===== src/cfs_pkg.sv =====
// Constants, types and register map of the converter fault supervisor.
// Assumes a 25 MHz core clock and a plain single-cycle register port.
//
// What this block does
// - Active-power-limit warning while limit enable is 1 and power command is clamped.
// - Service warning once fan hours exceed a nonzero filter reminder duration.
// - Negative-sequence limit warning while unbalance control enable is 1 and clamped.
// - Any fault switches power stage off, opens both contactors, enters Fault.
// - Turn-on commands are ignored while in the Fault state.
// - Each fault latches its own status bit, held after the condition ends.
// - Configurable fault output is active while any latched fault bit is set.
// - Fault state and latched flags hold until a fault clear command is written.
// - Clear attempt: all clear gives Calibrate then Disabled, else remaining bits stay.
// - AC overcurrent faults at once in grid-tie, after over 5 s in grid-forming.
// - AC overvoltage on any line-line voltage, judged only with AC contactor closed.
// - Grid-tie ride-through trip goes offline, resumes on recovery, faults on resume timeout.
// - Island fault when island detected, anti-islanding enabled and mode select is 2.
// - Emergency stop fault whenever the stop input is not actively driven.
// - Heartbeat fault if no plus-1 or zero write within the heartbeat timeout.
// - Repeated nonzero heartbeat value is accepted but does not restart the timer.
// - Heartbeat checking stays disarmed after reset until the first heartbeat write.
// - Power-down fault if the stage stays active after bias input deasserts.
// - Separate faults for DC overvoltage, DC undervoltage and DC overcurrent.
// - Temperature fault on any sensor threshold, source kept in temperature status.
// - Overload trip when hardware current limiting persists about 100 ms.
package cfs_pkg;
  // Register offsets (word indices on the register port)
  localparam logic [15:0] OFF_HEARTBEAT = 16'hA30C;
  localparam logic [15:0] OFF_FAULT_CLEAR = 16'hA30E;
  localparam logic [15:0] OFF_FAULT_FLAGS = 16'hA31E;
  localparam logic [15:0] OFF_AUTO_RESUME = 16'hA361;
  localparam logic [15:0] OFF_HB_TIMEOUT = 16'hA36C;
  localparam logic [15:0] OFF_CONFIG = 16'hA400;
  localparam logic [15:0] OFF_RUN_CMD = 16'hA401;
  localparam logic [15:0] OFF_WARNINGS = 16'hA402;
  localparam logic [15:0] OFF_STATE = 16'hA403;
  localparam logic [15:0] OFF_TEMP_STATUS = 16'hA404;
  localparam logic [15:0] OFF_FILTER_REMIND = 16'hA405;

  // Fault flag bit positions
  localparam int F_AC_OC = 0;
  localparam int F_AC_OV = 1;
  localparam int F_LOW_VOLTAGE_RIDE_THROUGH = 2;
  localparam int F_ISLAND = 6;
  localparam int F_EMERGENCY_STOP_INPUT = 7;
  localparam int F_HEARTBEAT = 8;
  localparam int F_POWER_DOWN = 9;
  localparam int F_DC_OV = 10;
  localparam int F_DC_OC = 11;
  localparam int F_DC_UV = 12;
  localparam int F_TEMP = 13;
  localparam int F_OVERLOAD = 14;

  // Warning bit positions
  localparam int W_AP_LIMIT = 0;
  localparam int W_SERVICE = 1;
  localparam int W_NEG_SEQ = 2;

  // Command bit and mode values
  localparam int CMD_BIT = 0;
  localparam logic [1:0] ISLAND_MODE_FAULT = 2'h2;

  // Reset values
  localparam logic [15:0] HB_TIMEOUT_RST = 16'h03E8;
  localparam logic [15:0] AUTO_RESUME_RST = 16'h7530;
  localparam logic [15:0] FILTER_REMIND_RST = 16'h0FA0;
  localparam logic [7:0] CONFIG_RST = 8'h40;

  // Timing
  localparam int unsigned CLK_HZ = 25_000_000;
  localparam int unsigned MS_CYCLES_DEF = CLK_HZ / 1000;
  localparam int unsigned OC_GF_TIME_S = 5;
  localparam int unsigned OC_GF_CYCLES_DEF = OC_GF_TIME_S * CLK_HZ;
  localparam int unsigned OVERLOAD_TIME_MS = 100;
  localparam int unsigned OVERLOAD_CYCLES_DEF = OVERLOAD_TIME_MS * (CLK_HZ / 1000);
  localparam logic [15:0] POWER_DOWN_MS = 16'h01F4;
  localparam logic [3:0] CAL_CYCLES = 4'hF;

  typedef enum logic [4:0] {
    ST_DISABLED = 5'h01,
    ST_RUNNING = 5'h02,
    ST_OFFLINE = 5'h04,
    ST_FAULT = 5'h08,
    ST_CALIBRATE = 5'h10
  } cfs_state_t;

  typedef struct packed {
    logic fo_invert;
    logic fo_en;
    logic [1:0] island_mode;
    logic anti_island_en;
    logic unbalance_en;
    logic ap_limit_en;
    logic grid_forming;
  } cfs_cfg_t;

  typedef struct packed {
    logic [2:0] ac_oc_phase;
    logic [2:0] ac_ov_ll;
    logic dc_ov;
    logic dc_uv;
    logic dc_oc;
    logic [7:0] temp_src;
    logic hw_limit;
    logic island;
    logic ap_clamped;
    logic negseq_clamped;
    logic [3:0] rt_trip;
    logic grid_ok;
    logic ac_closed_fb;
    logic stage_active_fb;
    logic [15:0] fan_hours;
  } cfs_meas_t;
endpackage


===== src/cfs_fault_supervisor.sv =====
// Fault and warning supervisor with register port and power stage controls.
// Assumes measurement flags arrive on core_clk; stop and bias inputs are pins.
`timescale 1ns/1ps
module cfs_fault_supervisor #(
  parameter int unsigned MS_CYCLES = cfs_pkg::MS_CYCLES_DEF,
  parameter int unsigned OC_GF_CYCLES = cfs_pkg::OC_GF_CYCLES_DEF,
  parameter int unsigned OVERLOAD_CYCLES = cfs_pkg::OVERLOAD_CYCLES_DEF
) (
  input wire logic core_clk, // 25 MHz clock
  input wire logic rst_n, // Async reset
  input wire logic [15:0] reg_addr, // Register index
  input wire logic [15:0] reg_wdata, // Write data
  input wire logic reg_wr, // Write strobe
  input wire logic reg_rd, // Read strobe
  output logic [15:0] reg_rdata, // Read data, cycle after strobe
  input wire cfs_pkg::cfs_meas_t meas, // Measurement flags
  input wire logic emergency_stop_input, // High while stop loop driven
  input wire logic bias_on_input, // Bias on/off discrete
  output logic power_stage_en, // Power stage switching enable
  output logic dc_contactor_close, // DC contactor drive
  output logic ac_contactor_close, // AC contactor drive
  output logic fault_out, // Isolated fault output
  output cfs_pkg::cfs_state_t state_out, // Operating state
  output logic [2:0] warn_out // Warning flags
);
  logic emergency_stop_input_meta_reg, emergency_stop_input_sync_reg, bias_meta_reg, bias_sync_reg;
  logic [31:0] ms_cnt_reg, oc_cnt_reg, ol_cnt_reg;
  logic ms_tick_reg;
  logic [15:0] hb_value_reg, hb_ms_reg, hb_timeout_reg, auto_resume_reg, remind_reg;
  logic [15:0] rt_ms_reg, pd_ms_reg, latched_reg, latched_next, cond;
  logic hb_armed_reg;
  logic [3:0] rt_src_reg, cal_cnt_reg;
  logic [7:0] temp_stat_reg;
  cfs_pkg::cfs_cfg_t cfg_reg;
  cfs_pkg::cfs_state_t state_reg, state_next;
  logic wr_hb, wr_clear, clear_cmd, wr_run, run_on, hb_good, hb_expired, rt_expired;

  function automatic logic hit(input logic [15:0] addr, input logic [15:0] off);
    hit = (addr == off);
  endfunction

  function automatic logic [15:0] sat_inc(input logic [15:0] v);
    sat_inc = (v == 16'hFFFF) ? v : 16'(v + 16'h0001);
  endfunction

  assign wr_hb = reg_wr && hit(reg_addr, cfs_pkg::OFF_HEARTBEAT);
  assign wr_clear = reg_wr && hit(reg_addr, cfs_pkg::OFF_FAULT_CLEAR);
  assign clear_cmd = wr_clear && reg_wdata[cfs_pkg::CMD_BIT];
  assign wr_run = reg_wr && hit(reg_addr, cfs_pkg::OFF_RUN_CMD);
  assign run_on = wr_run && reg_wdata[cfs_pkg::CMD_BIT];

  // Pin synchronisers
  always_ff @(posedge core_clk or negedge rst_n) begin
    if (!rst_n) begin
      emergency_stop_input_meta_reg <= 1'b0;
      emergency_stop_input_sync_reg <= 1'b0;
      bias_meta_reg <= 1'b0;
      bias_sync_reg <= 1'b0;
    end else begin
      emergency_stop_input_meta_reg <= emergency_stop_input;
      emergency_stop_input_sync_reg <= emergency_stop_input_meta_reg;
      bias_meta_reg <= bias_on_input;
      bias_sync_reg <= bias_meta_reg;
    end
  end

  // Millisecond tick
  always_ff @(posedge core_clk or negedge rst_n) begin
    if (!rst_n) begin
      ms_cnt_reg <= 32'h0000_0000;
      ms_tick_reg <= 1'b0;
    end else begin
      ms_tick_reg <= (ms_cnt_reg == MS_CYCLES - 1);
      ms_cnt_reg <= (ms_cnt_reg == MS_CYCLES - 1) ? 32'h0000_0000 : ms_cnt_reg + 32'h0000_0001;
    end
  end

  // Software-written settings
  always_ff @(posedge core_clk or negedge rst_n) begin
    if (!rst_n) begin
      hb_timeout_reg <= cfs_pkg::HB_TIMEOUT_RST;
      auto_resume_reg <= cfs_pkg::AUTO_RESUME_RST;
      remind_reg <= cfs_pkg::FILTER_REMIND_RST;
      cfg_reg <= cfs_pkg::CONFIG_RST;
    end else if (reg_wr) begin
      if (hit(reg_addr, cfs_pkg::OFF_HB_TIMEOUT)) hb_timeout_reg <= reg_wdata;
      if (hit(reg_addr, cfs_pkg::OFF_AUTO_RESUME)) auto_resume_reg <= reg_wdata;
      if (hit(reg_addr, cfs_pkg::OFF_FILTER_REMIND)) remind_reg <= reg_wdata;
      if (hit(reg_addr, cfs_pkg::OFF_CONFIG)) cfg_reg <= reg_wdata[7:0];
    end
  end

  // Heartbeat watchdog
  assign hb_good = !hb_armed_reg || reg_wdata == 16'h0000 || reg_wdata == 16'(hb_value_reg + 16'h0001);
  assign hb_expired = hb_armed_reg && hb_timeout_reg != 16'h0000 && hb_ms_reg >= hb_timeout_reg;

  always_ff @(posedge core_clk or negedge rst_n) begin
    if (!rst_n) begin
      hb_value_reg <= 16'h0000;
      hb_armed_reg <= 1'b0;
      hb_ms_reg <= 16'h0000;
    end else begin
      if (wr_hb) begin
        hb_value_reg <= reg_wdata;
        hb_armed_reg <= 1'b1;
      end
      if (wr_hb && hb_good) hb_ms_reg <= 16'h0000;
      else if (ms_tick_reg && hb_armed_reg) hb_ms_reg <= sat_inc(hb_ms_reg);
    end
  end

  // Persistence timers
  always_ff @(posedge core_clk or negedge rst_n) begin
    if (!rst_n) begin
      oc_cnt_reg <= 32'h0000_0000;
      ol_cnt_reg <= 32'h0000_0000;
      pd_ms_reg <= 16'h0000;
    end else begin
      if (|meas.ac_oc_phase && cfg_reg.grid_forming) begin
        if (oc_cnt_reg <= OC_GF_CYCLES) oc_cnt_reg <= oc_cnt_reg + 32'h0000_0001;
      end else begin
        oc_cnt_reg <= 32'h0000_0000;
      end
      if (meas.hw_limit) begin
        if (ol_cnt_reg < OVERLOAD_CYCLES) ol_cnt_reg <= ol_cnt_reg + 32'h0000_0001;
      end else begin
        ol_cnt_reg <= 32'h0000_0000;
      end
      if (bias_sync_reg || !meas.stage_active_fb) pd_ms_reg <= 16'h0000;
      else if (ms_tick_reg) pd_ms_reg <= sat_inc(pd_ms_reg);
    end
  end

  // Ride-through offline timer and source
  assign rt_expired = state_reg == cfs_pkg::ST_OFFLINE && rt_ms_reg >= auto_resume_reg;

  always_ff @(posedge core_clk or negedge rst_n) begin
    if (!rst_n) begin
      rt_ms_reg <= 16'h0000;
      rt_src_reg <= 4'h0;
    end else if (state_reg == cfs_pkg::ST_RUNNING) begin
      rt_ms_reg <= 16'h0000;
      rt_src_reg <= meas.rt_trip;
    end else if (state_reg == cfs_pkg::ST_OFFLINE && ms_tick_reg) begin
      rt_ms_reg <= sat_inc(rt_ms_reg);
    end
  end

  // Live fault conditions
  always_comb begin
    cond = 16'h0000;
    cond[cfs_pkg::F_AC_OC] = |meas.ac_oc_phase && (!cfg_reg.grid_forming || oc_cnt_reg > OC_GF_CYCLES);
    cond[cfs_pkg::F_AC_OV] = |meas.ac_ov_ll && meas.ac_closed_fb;
    cond[cfs_pkg::F_LOW_VOLTAGE_RIDE_THROUGH +: 4] = rt_expired ? rt_src_reg : 4'h0;
    cond[cfs_pkg::F_ISLAND] = meas.island && cfg_reg.anti_island_en
                              && cfg_reg.island_mode == cfs_pkg::ISLAND_MODE_FAULT;
    cond[cfs_pkg::F_EMERGENCY_STOP_INPUT] = !emergency_stop_input_sync_reg;
    cond[cfs_pkg::F_HEARTBEAT] = hb_expired;
    cond[cfs_pkg::F_POWER_DOWN] = pd_ms_reg >= cfs_pkg::POWER_DOWN_MS;
    cond[cfs_pkg::F_DC_OV] = meas.dc_ov;
    cond[cfs_pkg::F_DC_OC] = meas.dc_oc;
    cond[cfs_pkg::F_DC_UV] = meas.dc_uv;
    cond[cfs_pkg::F_TEMP] = |meas.temp_src;
    cond[cfs_pkg::F_OVERLOAD] = ol_cnt_reg >= OVERLOAD_CYCLES;
  end

  // Clear keeps only bits whose cause persists; new causes always set
  assign latched_next = clear_cmd ? cond : (latched_reg | cond);

  always_ff @(posedge core_clk or negedge rst_n) begin
    if (!rst_n) begin
      latched_reg <= 16'h0000;
      temp_stat_reg <= 8'h00;
    end else begin
      latched_reg <= latched_next;
      temp_stat_reg <= clear_cmd ? meas.temp_src : (temp_stat_reg | meas.temp_src);
    end
  end

  // Operating state
  always_comb begin
    state_next = state_reg;
    case (state_reg)
      cfs_pkg::ST_DISABLED: begin
        if (run_on && bias_sync_reg) state_next = cfs_pkg::ST_RUNNING;
      end
      cfs_pkg::ST_RUNNING: begin
        if ((wr_run && !run_on) || !bias_sync_reg) state_next = cfs_pkg::ST_DISABLED;
        else if (!cfg_reg.grid_forming && |meas.rt_trip) state_next = cfs_pkg::ST_OFFLINE;
      end
      cfs_pkg::ST_OFFLINE: begin
        if ((wr_run && !run_on) || !bias_sync_reg) state_next = cfs_pkg::ST_DISABLED;
        else if (meas.grid_ok && !(|meas.rt_trip)) state_next = cfs_pkg::ST_RUNNING;
      end
      cfs_pkg::ST_FAULT: begin
        if (clear_cmd) state_next = cfs_pkg::ST_CALIBRATE;
      end
      cfs_pkg::ST_CALIBRATE: begin
        if (cal_cnt_reg == cfs_pkg::CAL_CYCLES) state_next = cfs_pkg::ST_DISABLED;
      end
      default: state_next = cfs_pkg::ST_FAULT;
    endcase
    if (latched_next != 16'h0000) state_next = cfs_pkg::ST_FAULT;
  end

  always_ff @(posedge core_clk or negedge rst_n) begin
    if (!rst_n) begin
      state_reg <= cfs_pkg::ST_DISABLED;
      cal_cnt_reg <= 4'h0;
    end else begin
      state_reg <= state_next;
      cal_cnt_reg <= (state_reg == cfs_pkg::ST_CALIBRATE) ? 4'(cal_cnt_reg + 4'h1) : 4'h0;
    end
  end

  // Power stage and contactor drives follow the next state
  always_ff @(posedge core_clk or negedge rst_n) begin
    if (!rst_n) begin
      power_stage_en <= 1'b0;
      dc_contactor_close <= 1'b0;
      ac_contactor_close <= 1'b0;
      state_out <= cfs_pkg::ST_DISABLED;
    end else begin
      power_stage_en <= state_next == cfs_pkg::ST_RUNNING;
      ac_contactor_close <= state_next == cfs_pkg::ST_RUNNING;
      dc_contactor_close <= state_next == cfs_pkg::ST_RUNNING || state_next == cfs_pkg::ST_OFFLINE;
      state_out <= state_next;
    end
  end

  // Fault output and warnings
  always_ff @(posedge core_clk or negedge rst_n) begin
    if (!rst_n) begin
      fault_out <= 1'b0;
      warn_out <= 3'h0;
    end else begin
      fault_out <= (cfg_reg.fo_en && latched_next != 16'h0000) ^ cfg_reg.fo_invert;
      warn_out[cfs_pkg::W_AP_LIMIT] <= cfg_reg.ap_limit_en && meas.ap_clamped;
      warn_out[cfs_pkg::W_SERVICE] <= remind_reg != 16'h0000 && meas.fan_hours > remind_reg;
      warn_out[cfs_pkg::W_NEG_SEQ] <= cfg_reg.unbalance_en && meas.negseq_clamped;
    end
  end

  // Register readback
  always_ff @(posedge core_clk or negedge rst_n) begin
    if (!rst_n) begin
      reg_rdata <= 16'h0000;
    end else if (reg_rd) begin
      case (reg_addr)
        cfs_pkg::OFF_HEARTBEAT: reg_rdata <= hb_value_reg;
        cfs_pkg::OFF_FAULT_FLAGS: reg_rdata <= latched_reg;
        cfs_pkg::OFF_AUTO_RESUME: reg_rdata <= auto_resume_reg;
        cfs_pkg::OFF_HB_TIMEOUT: reg_rdata <= hb_timeout_reg;
        cfs_pkg::OFF_CONFIG: reg_rdata <= {8'h00, cfg_reg};
        cfs_pkg::OFF_WARNINGS: reg_rdata <= {13'h0000, warn_out};
        cfs_pkg::OFF_STATE: reg_rdata <= {11'h000, state_reg};
        cfs_pkg::OFF_TEMP_STATUS: reg_rdata <= {8'h00, temp_stat_reg};
        cfs_pkg::OFF_FILTER_REMIND: reg_rdata <= remind_reg;
        default: reg_rdata <= 16'h0000;
      endcase
    end else begin
      reg_rdata <= 16'h0000;
    end
  end
endmodule


===== config.mk =====
export PLATFORM = sky130hd
export DESIGN_NAME = cfs_fault_supervisor
export DESIGN_NICKNAME = d
export VERILOG_FILES = /design/src/cfs_pkg.sv /design/src/cfs_fault_supervisor.sv
export SDC_FILE = /design/constraint.sdc
export NUM_CORES = 1
export LEC_CHECK = 0
export BUFFER_PORTS_ARGS = -buffer_cell sky130_fd_sc_hd__buf_2
export CORE_MARGIN = 5
export CORE_UTILIZATION = 50
export DETAILED_ROUTE_END_ITERATION = 10
export GPL_TIMING_DRIVEN = 0
export PLACE_DENSITY = 0.77
export SLEW_MARGIN = 20
export SYNTH_ARGS = -nofsm -noshare
export SYNTH_HDL_FRONTEND = slang
export SYNTH_SLANG_ARGS = --single-unit

===== constraint.sdc =====
create_clock -name core_clk -period 2.5 [get_ports core_clk]
set_clock_uncertainty 0.2 [all_clocks]
set_input_delay 0.5 -clock core_clk [delete_from_list [all_inputs] [get_ports core_clk]]
set_output_delay 0.5 -clock core_clk [all_outputs]
set_load 0.03 [all_outputs]

== Yosys cells after proc, flatten, opt, wreduce, memory -nomap -nowiden ==
Index checks and enable logic that the tools add are counted.
Storage, ports and cells
  output and inout port bits: 28
  input bits: 82
  register bits after elaboration: 281
Operators by class
  bitwise logic cells: 3
  magnitude comparators: 8
  add/subtract/negate cells: 8
  eq/ne operators: 30
  reductions and logical operators: 55
  muxes and demuxes: 29
Operators with widths (number)
  $eq 16x16->1 const B: 14
  $mux 16: 11
  $mux 32: 5
  $pmux 16 s9: 1
  $add 32x1->32 const B: 3
  $add 16x1->16 const B: 4
  $reduce_bool 16->1: 3
  $mux 5: 8
  $eq 32x15->1 const B: 1
  $ge 16x16->1: 2
  $ge 32x22->1 const B: 1
  $gt 32x27->1 const B: 1
  $le 32x27->1 const B: 1
  $lt 32x22->1 const B: 1
  $pmux 5 s5: 1
  $logic_and 1x1->1: 24
  $eq 16x16->1: 1
  $ge 16x9->1 const B: 1
  $gt 16x16->1: 1
  $logic_not 16->1: 1
  $or 16x15->16: 1
  $reduce_and 2->1: 7
  $eq 5x2->1 const B: 2
  $eq 5x3->1 const B: 2
  other kinds (18): 36

== Depth between registers and ports, before layout ==
  depth in word-level cells: 11
  gate-level depth with buffers: 11
  mapped depth without buffers: 9

== Worst setup path before layout ==
OpenSTA, ideal clock, no wires.
  path type: input-to-reg
  from: input reg_addr[7]
  to: register state_out[3]
  slack: -0.482 ns
  stages on the path: 7
  setup time: 0.124 ns
  data arrival time: 2.658 ns
  cell sequence: or4b_4 nor4_4 nand4_2 a2111o_1 a211oi_2 nand4_2 a211o_1
Between the ends
  longest elaborated chain between the ends: 9
RTL lines
  start, declared: RTL line cfs_fault_supervisor.sv:11  | input wire logic [15:0] reg_addr,
  $eq 16x16->1: RTL line cfs_fault_supervisor.sv:39  | hit = (addr == off);
  $logic_and 1x1->1: RTL line cfs_fault_supervisor.sv:49  | assign wr_run = reg_wr && hit(reg_addr, cfs_pkg::OFF_RUN_CMD);
  $logic_and 1x1->1: RTL line cfs_fault_supervisor.sv:50  | assign run_on = wr_run && reg_wdata[cfs_pkg::CMD_BIT];
  $logic_not 1->1: RTL line cfs_fault_supervisor.sv:188, cfs_fault_supervisor.sv:192
  $logic_and 1x1->1: RTL line cfs_fault_supervisor.sv:188, cfs_fault_supervisor.sv:192
  $logic_or 1x1->1: RTL line cfs_fault_supervisor.sv:188, cfs_fault_supervisor.sv:192
  $mux 5, on equally long branches: RTL line cfs_fault_supervisor.sv:192, cfs_fault_supervisor.sv:188
  $pmux 5 s5: RTL line cfs_fault_supervisor.sv:183  | case (state_reg)
  $mux 5 (*): RTL line cfs_fault_supervisor.sv:203  | if (latched_next != 16'h0000) state_next = cfs_pkg::ST_FAULT;
  net state_next[3]: RTL line cfs_fault_supervisor.sv:35  | cfs_pkg::cfs_state_t state_reg, state_next;
  end signal, assigned: RTL line cfs_fault_supervisor.sv:222  | state_out <= cfs_pkg::ST_DISABLED;
  end signal, assigned: RTL line cfs_fault_supervisor.sv:227  | state_out <= state_next;
  end, declared: RTL line cfs_fault_supervisor.sv:23  | output cfs_pkg::cfs_state_t state_out,
Mark *: on every way through the listed nets, which the timed path passes. The rest lies on a longest branch.
A chain may end at the register's enable or synchronous reset.

== Worst setup path after layout ==
  from: register auto_resume_reg[13]
  to: register state_out[3]
Between the ends
  longest elaborated chain between the ends: 7
RTL lines
  start, declared: RTL line cfs_fault_supervisor.sv:29  | logic [15:0] hb_value_reg, hb_ms_reg, hb_timeout_reg, auto_resume_reg, remind_reg;
  start signal, assigned: RTL line cfs_fault_supervisor.sv:82  | auto_resume_reg <= cfs_pkg::AUTO_RESUME_RST;
  start signal, assigned: RTL line cfs_fault_supervisor.sv:87  | if (hit(reg_addr, cfs_pkg::OFF_AUTO_RESUME)) auto_resume_reg <= reg_wdata;
  $ge 16x16->1 (*): RTL line cfs_fault_supervisor.sv:135  | assign rt_expired = state_reg == cfs_pkg::ST_OFFLINE && rt_ms_reg >= auto_resume_reg;
  $logic_and 1x1->1 (*): RTL line cfs_fault_supervisor.sv:135
  $mux 4 (*): RTL line cfs_fault_supervisor.sv:154  | cond[cfs_pkg::F_LOW_VOLTAGE_RIDE_THROUGH +: 4] = rt_expired ? rt_src_reg : 4'h0;
  $or 16x15->16: RTL line cfs_fault_supervisor.sv:168  | assign latched_next = clear_cmd ? cond : (latched_reg | cond);
  $mux 16 (*): RTL line cfs_fault_supervisor.sv:168
  $reduce_bool 16->1 (*): RTL line cfs_fault_supervisor.sv:203
  $mux 5 (*): RTL line cfs_fault_supervisor.sv:203
  net state_next[3]: RTL line cfs_fault_supervisor.sv:35
Marked as above.

==> results by group <==
Clocking
  – Clock Pin Slew Worst Setup and Hold Paths: roughly 0.070 ns
  – Worst-Skew Late Latency: 0.56 ns
  – CTS tree: built
  – Max clock buf depth: 3
  – Clk sinks: around 280
  – Clock root cell: clkbuf_16
  – CTS buffer count: 30
  – H-tree levels: 1

Detailed routing
  – Final WL: ~45000 microns
  – Vias/cell: around 6
  – # DRC: 0
  – Vias: ~13k
  – Wire length per cell: roughly 21 microns
  – Initial DRC Count: ~1.3k
  – Routed Antenna Nets: 0
  – DR pass1 iterations: 9

Yosys
  – Post-synth ARST share: 100.0%
  – Area contributors post-synth: dfrtp_1 (43%), mux2_2 (5.3%), ha_1 (4.9%)
  – Post-synth top cells: dfrtp_1 (260), nor2_1 (109), nand2_1 (95)
  – Area share of the largest cell type after synthesis: between 40% and 50%
  – #FFs+latches synth: 281
  – Number of flops mapped to enable cells by yosys: 0
  – Sequential area share after synthesis: ~47%
  – Yosys top cell by area: dfrtp_1
  – Top-count cell post-synth: dfrtp_1
  – Mapped Avg Cell Area: just over 10 sq um
  – Synthesized area: around 15000 sq um
  – Gate Count Post-Synth: 1473
  – Synth Flop Type: dfrtp_1
  – Yosys cell types: 83
  – Syn_nets: ~1.6k
  – Synth Warn #: 0

Worst hold path
  – Worst Hold Class: input pin to register

Timing
  – Max_slew headroom: between 40 and 50%
  – Worst Tran Pin Value: roughly 0.82 ns
  – Setup TNS: -10.41 ns
  – Setup-failing EPs final: a little under 90
  – Max-slew violation count: 0
  – Final worst setup slack: -0.2857 ns
  – Final min period: about 2.8 ns
  – Endpoints failing hold: 0
  – Fmax achieved: about 360 MHz
  – Fin crit share: 111.4%
  – RSZ-0062 raised after global routing: yes

GRT
  – Vias in the first global route: between 10k and 15k
  – GR Util All Layers: between 20% and 30%
  – Initial antenna violation count: 0
  – Largest net degree at the start of global routing: 98
  – First-pass GRT wire length: 67640 microns
  – Grt total ovfl: 0

Cells and area
  – Layout Cells excl Fill: 2138
  – Layout Utilization: between 60% and 70%
  – Post-route cell area: 19440 sq um
  – Area of the multi-input gates: 8469 sq um
  – Share of cells above drive strength 1: around a third
  – Area growth from synthesis to layout: 29.04%
  – Fillcell total: around 2.0k
  – Reg area: about 7000 sq um
  – Layout Nets: ~1.9k

Floorplanning
  – IO Pins: 110
  – Initial Utilization: between 50% and 60%
  – Core Area: 29720 sq um
  – Die ar.: 33710 sq um
  – Placement row count: 63
  – Die Ht: approximately 180 microns
  – Die width: 183.6 microns

Setup path
  – WS Path Type: register to register
  – Worst Path Required: 2.74 ns
  – CP Capture Type: register
  – CP max FO: 6
  – Arr. time, crit path: 3.03 ns
  – Critical Path Start Type: register

Pwr
  – Maximum vdd drop: 553.8 uV
  – Overall power: approximately 0.0098 W
  – P per Cell Area: ~500 nW/um^2
  – P_leak: around 8.4 nW

Placed design
  – Placed wire-length estimate: 28440 microns
  – # placed instances: 1970
  – Placed Instance Area: approximately 16000 sq um
  – Port bufs: between 100 and 150
  – RePlAce Congestion: approximately 0.9

Status
  – Violated checks: setup timing
  – Status: complete, but fails checks

Job
  – Max-cap violation count: 0
==> worst paths after layout <==
check / from / to / slack [ns] / depth (start not counted)
worst max-delay path: auto_resume_reg[13]$_DFFE_PN1P_ / state_out[3]$_DFF_PN0_ / -0.29 / 9
worst min-delay path: meas[19] / rt_src_reg[0]$_DFFE_PN0N_ / 0.02 / 2
worst max register to register: auto_resume_reg[13]$_DFFE_PN1P_ / state_out[3]$_DFF_PN0_ / -0.29 / 9
worst min register to register: bias_meta_reg$_DFF_PN0_ / bias_sync_reg$_DFF_PN0_ / 0.17 / 0
max in group asynchronous: rst_n / ms_cnt_reg[7]$_DFF_PN0_ / 0.63 / 4
min in group asynchronous: rst_n / hb_ms_reg[3]$_DFFE_PN0P_ / 0.25 / 2
==> timing repair <==
action / 4_1_cts / 5_1_grt
gates resized for setup: 139 / 120
pin swaps: 51 / 60
endpoints found under the hold margin: 69 / 0
buffers inserted: 58 / 42
hold buffers: 17 / 0
endpoints found under the setup margin: 153 / 154
gates cloned: 5 / 0
==> stage by stage <==
step | hold WS [ns] | setup WS [ns]
3_5_place_dp | 0.1425 | -1.028
6_report | 0.02307 | -0.2857
3_3_place_gp | 0.1434 | -4.388
2_1_floorplan | 0.004409 | -0.4708
5_1_grt | 0.02491 | -0.3708
4_1_cts | 0.001806 | -0.2806
==> area by class of cell <==
type / count / area share (%)
repair buffers: 222 / 8.919
well taps: 390 / 2.510
flip-flops and latches: 281 / 36.44
plain buffers: 42 / 1.454
clock inverters: 12 / 0.9138
multi-input cells: 1061 / 43.56
diodes: 1 / 0.01287
clock buffers: 44 / 4.550
inverters: 85 / 1.641
==> kinds of logic (layout without fill, tap and decap cells) <==
family	after synthesis	in the layout	share of synthesized area [%]
simple gates	545	545	19.54
flops	281	281	46.84
compound gates	254	255	12.25
buf+inv	132	405	3.487
xor+xnor	123	123	7.149
mux	79	79	5.837
fa+ha+maj	59	59	4.899
other cells	0	1	0
==> layout by cell type, fill, tap and decap left out, drive strengths merged, types with 21 or more instances in the layout <==
cell	count
a21o	27
a21oi	53
and2	37
and3	26
buf	221
clkbuf	70
dfrtp	260
dfstp	21
ha	59
inv	86
mux2	71
nand2	98
nand3	64
nand4	41
nor2	111
nor3	32
nor4	47
o21ai	38
or3	24
xnor2	66
xor2	57
==> worst max-delay path, stage by stage, from the launching register on <==
cell and delay (ns):
dfstp_2 0.56, inv_2 0.06, ha_4 0.24, a21o_1 0.20, a21o_1 0.17, a21o_1 0.18
a2111o_1 0.38, nand3_2 0.13, nand4_4 0.21, a211o_1 0.33
==> report_power, final <==
group          internal, W  switching [W]
clock              0.00287        0.00191
sequential         0.00456     0.00000765
combinational     0.000149       0.000271
==> routing by layer <==
layer | track usage (%) | share of wire [%]
met2 | 39.62 | 47
met3 | 3.740 | 8.2
met4 | 8.999 | 4.2
met5 | 0 | 0
met1 | 33.32 | 40
No activity file was read; power rests on OpenSTA's default activity.
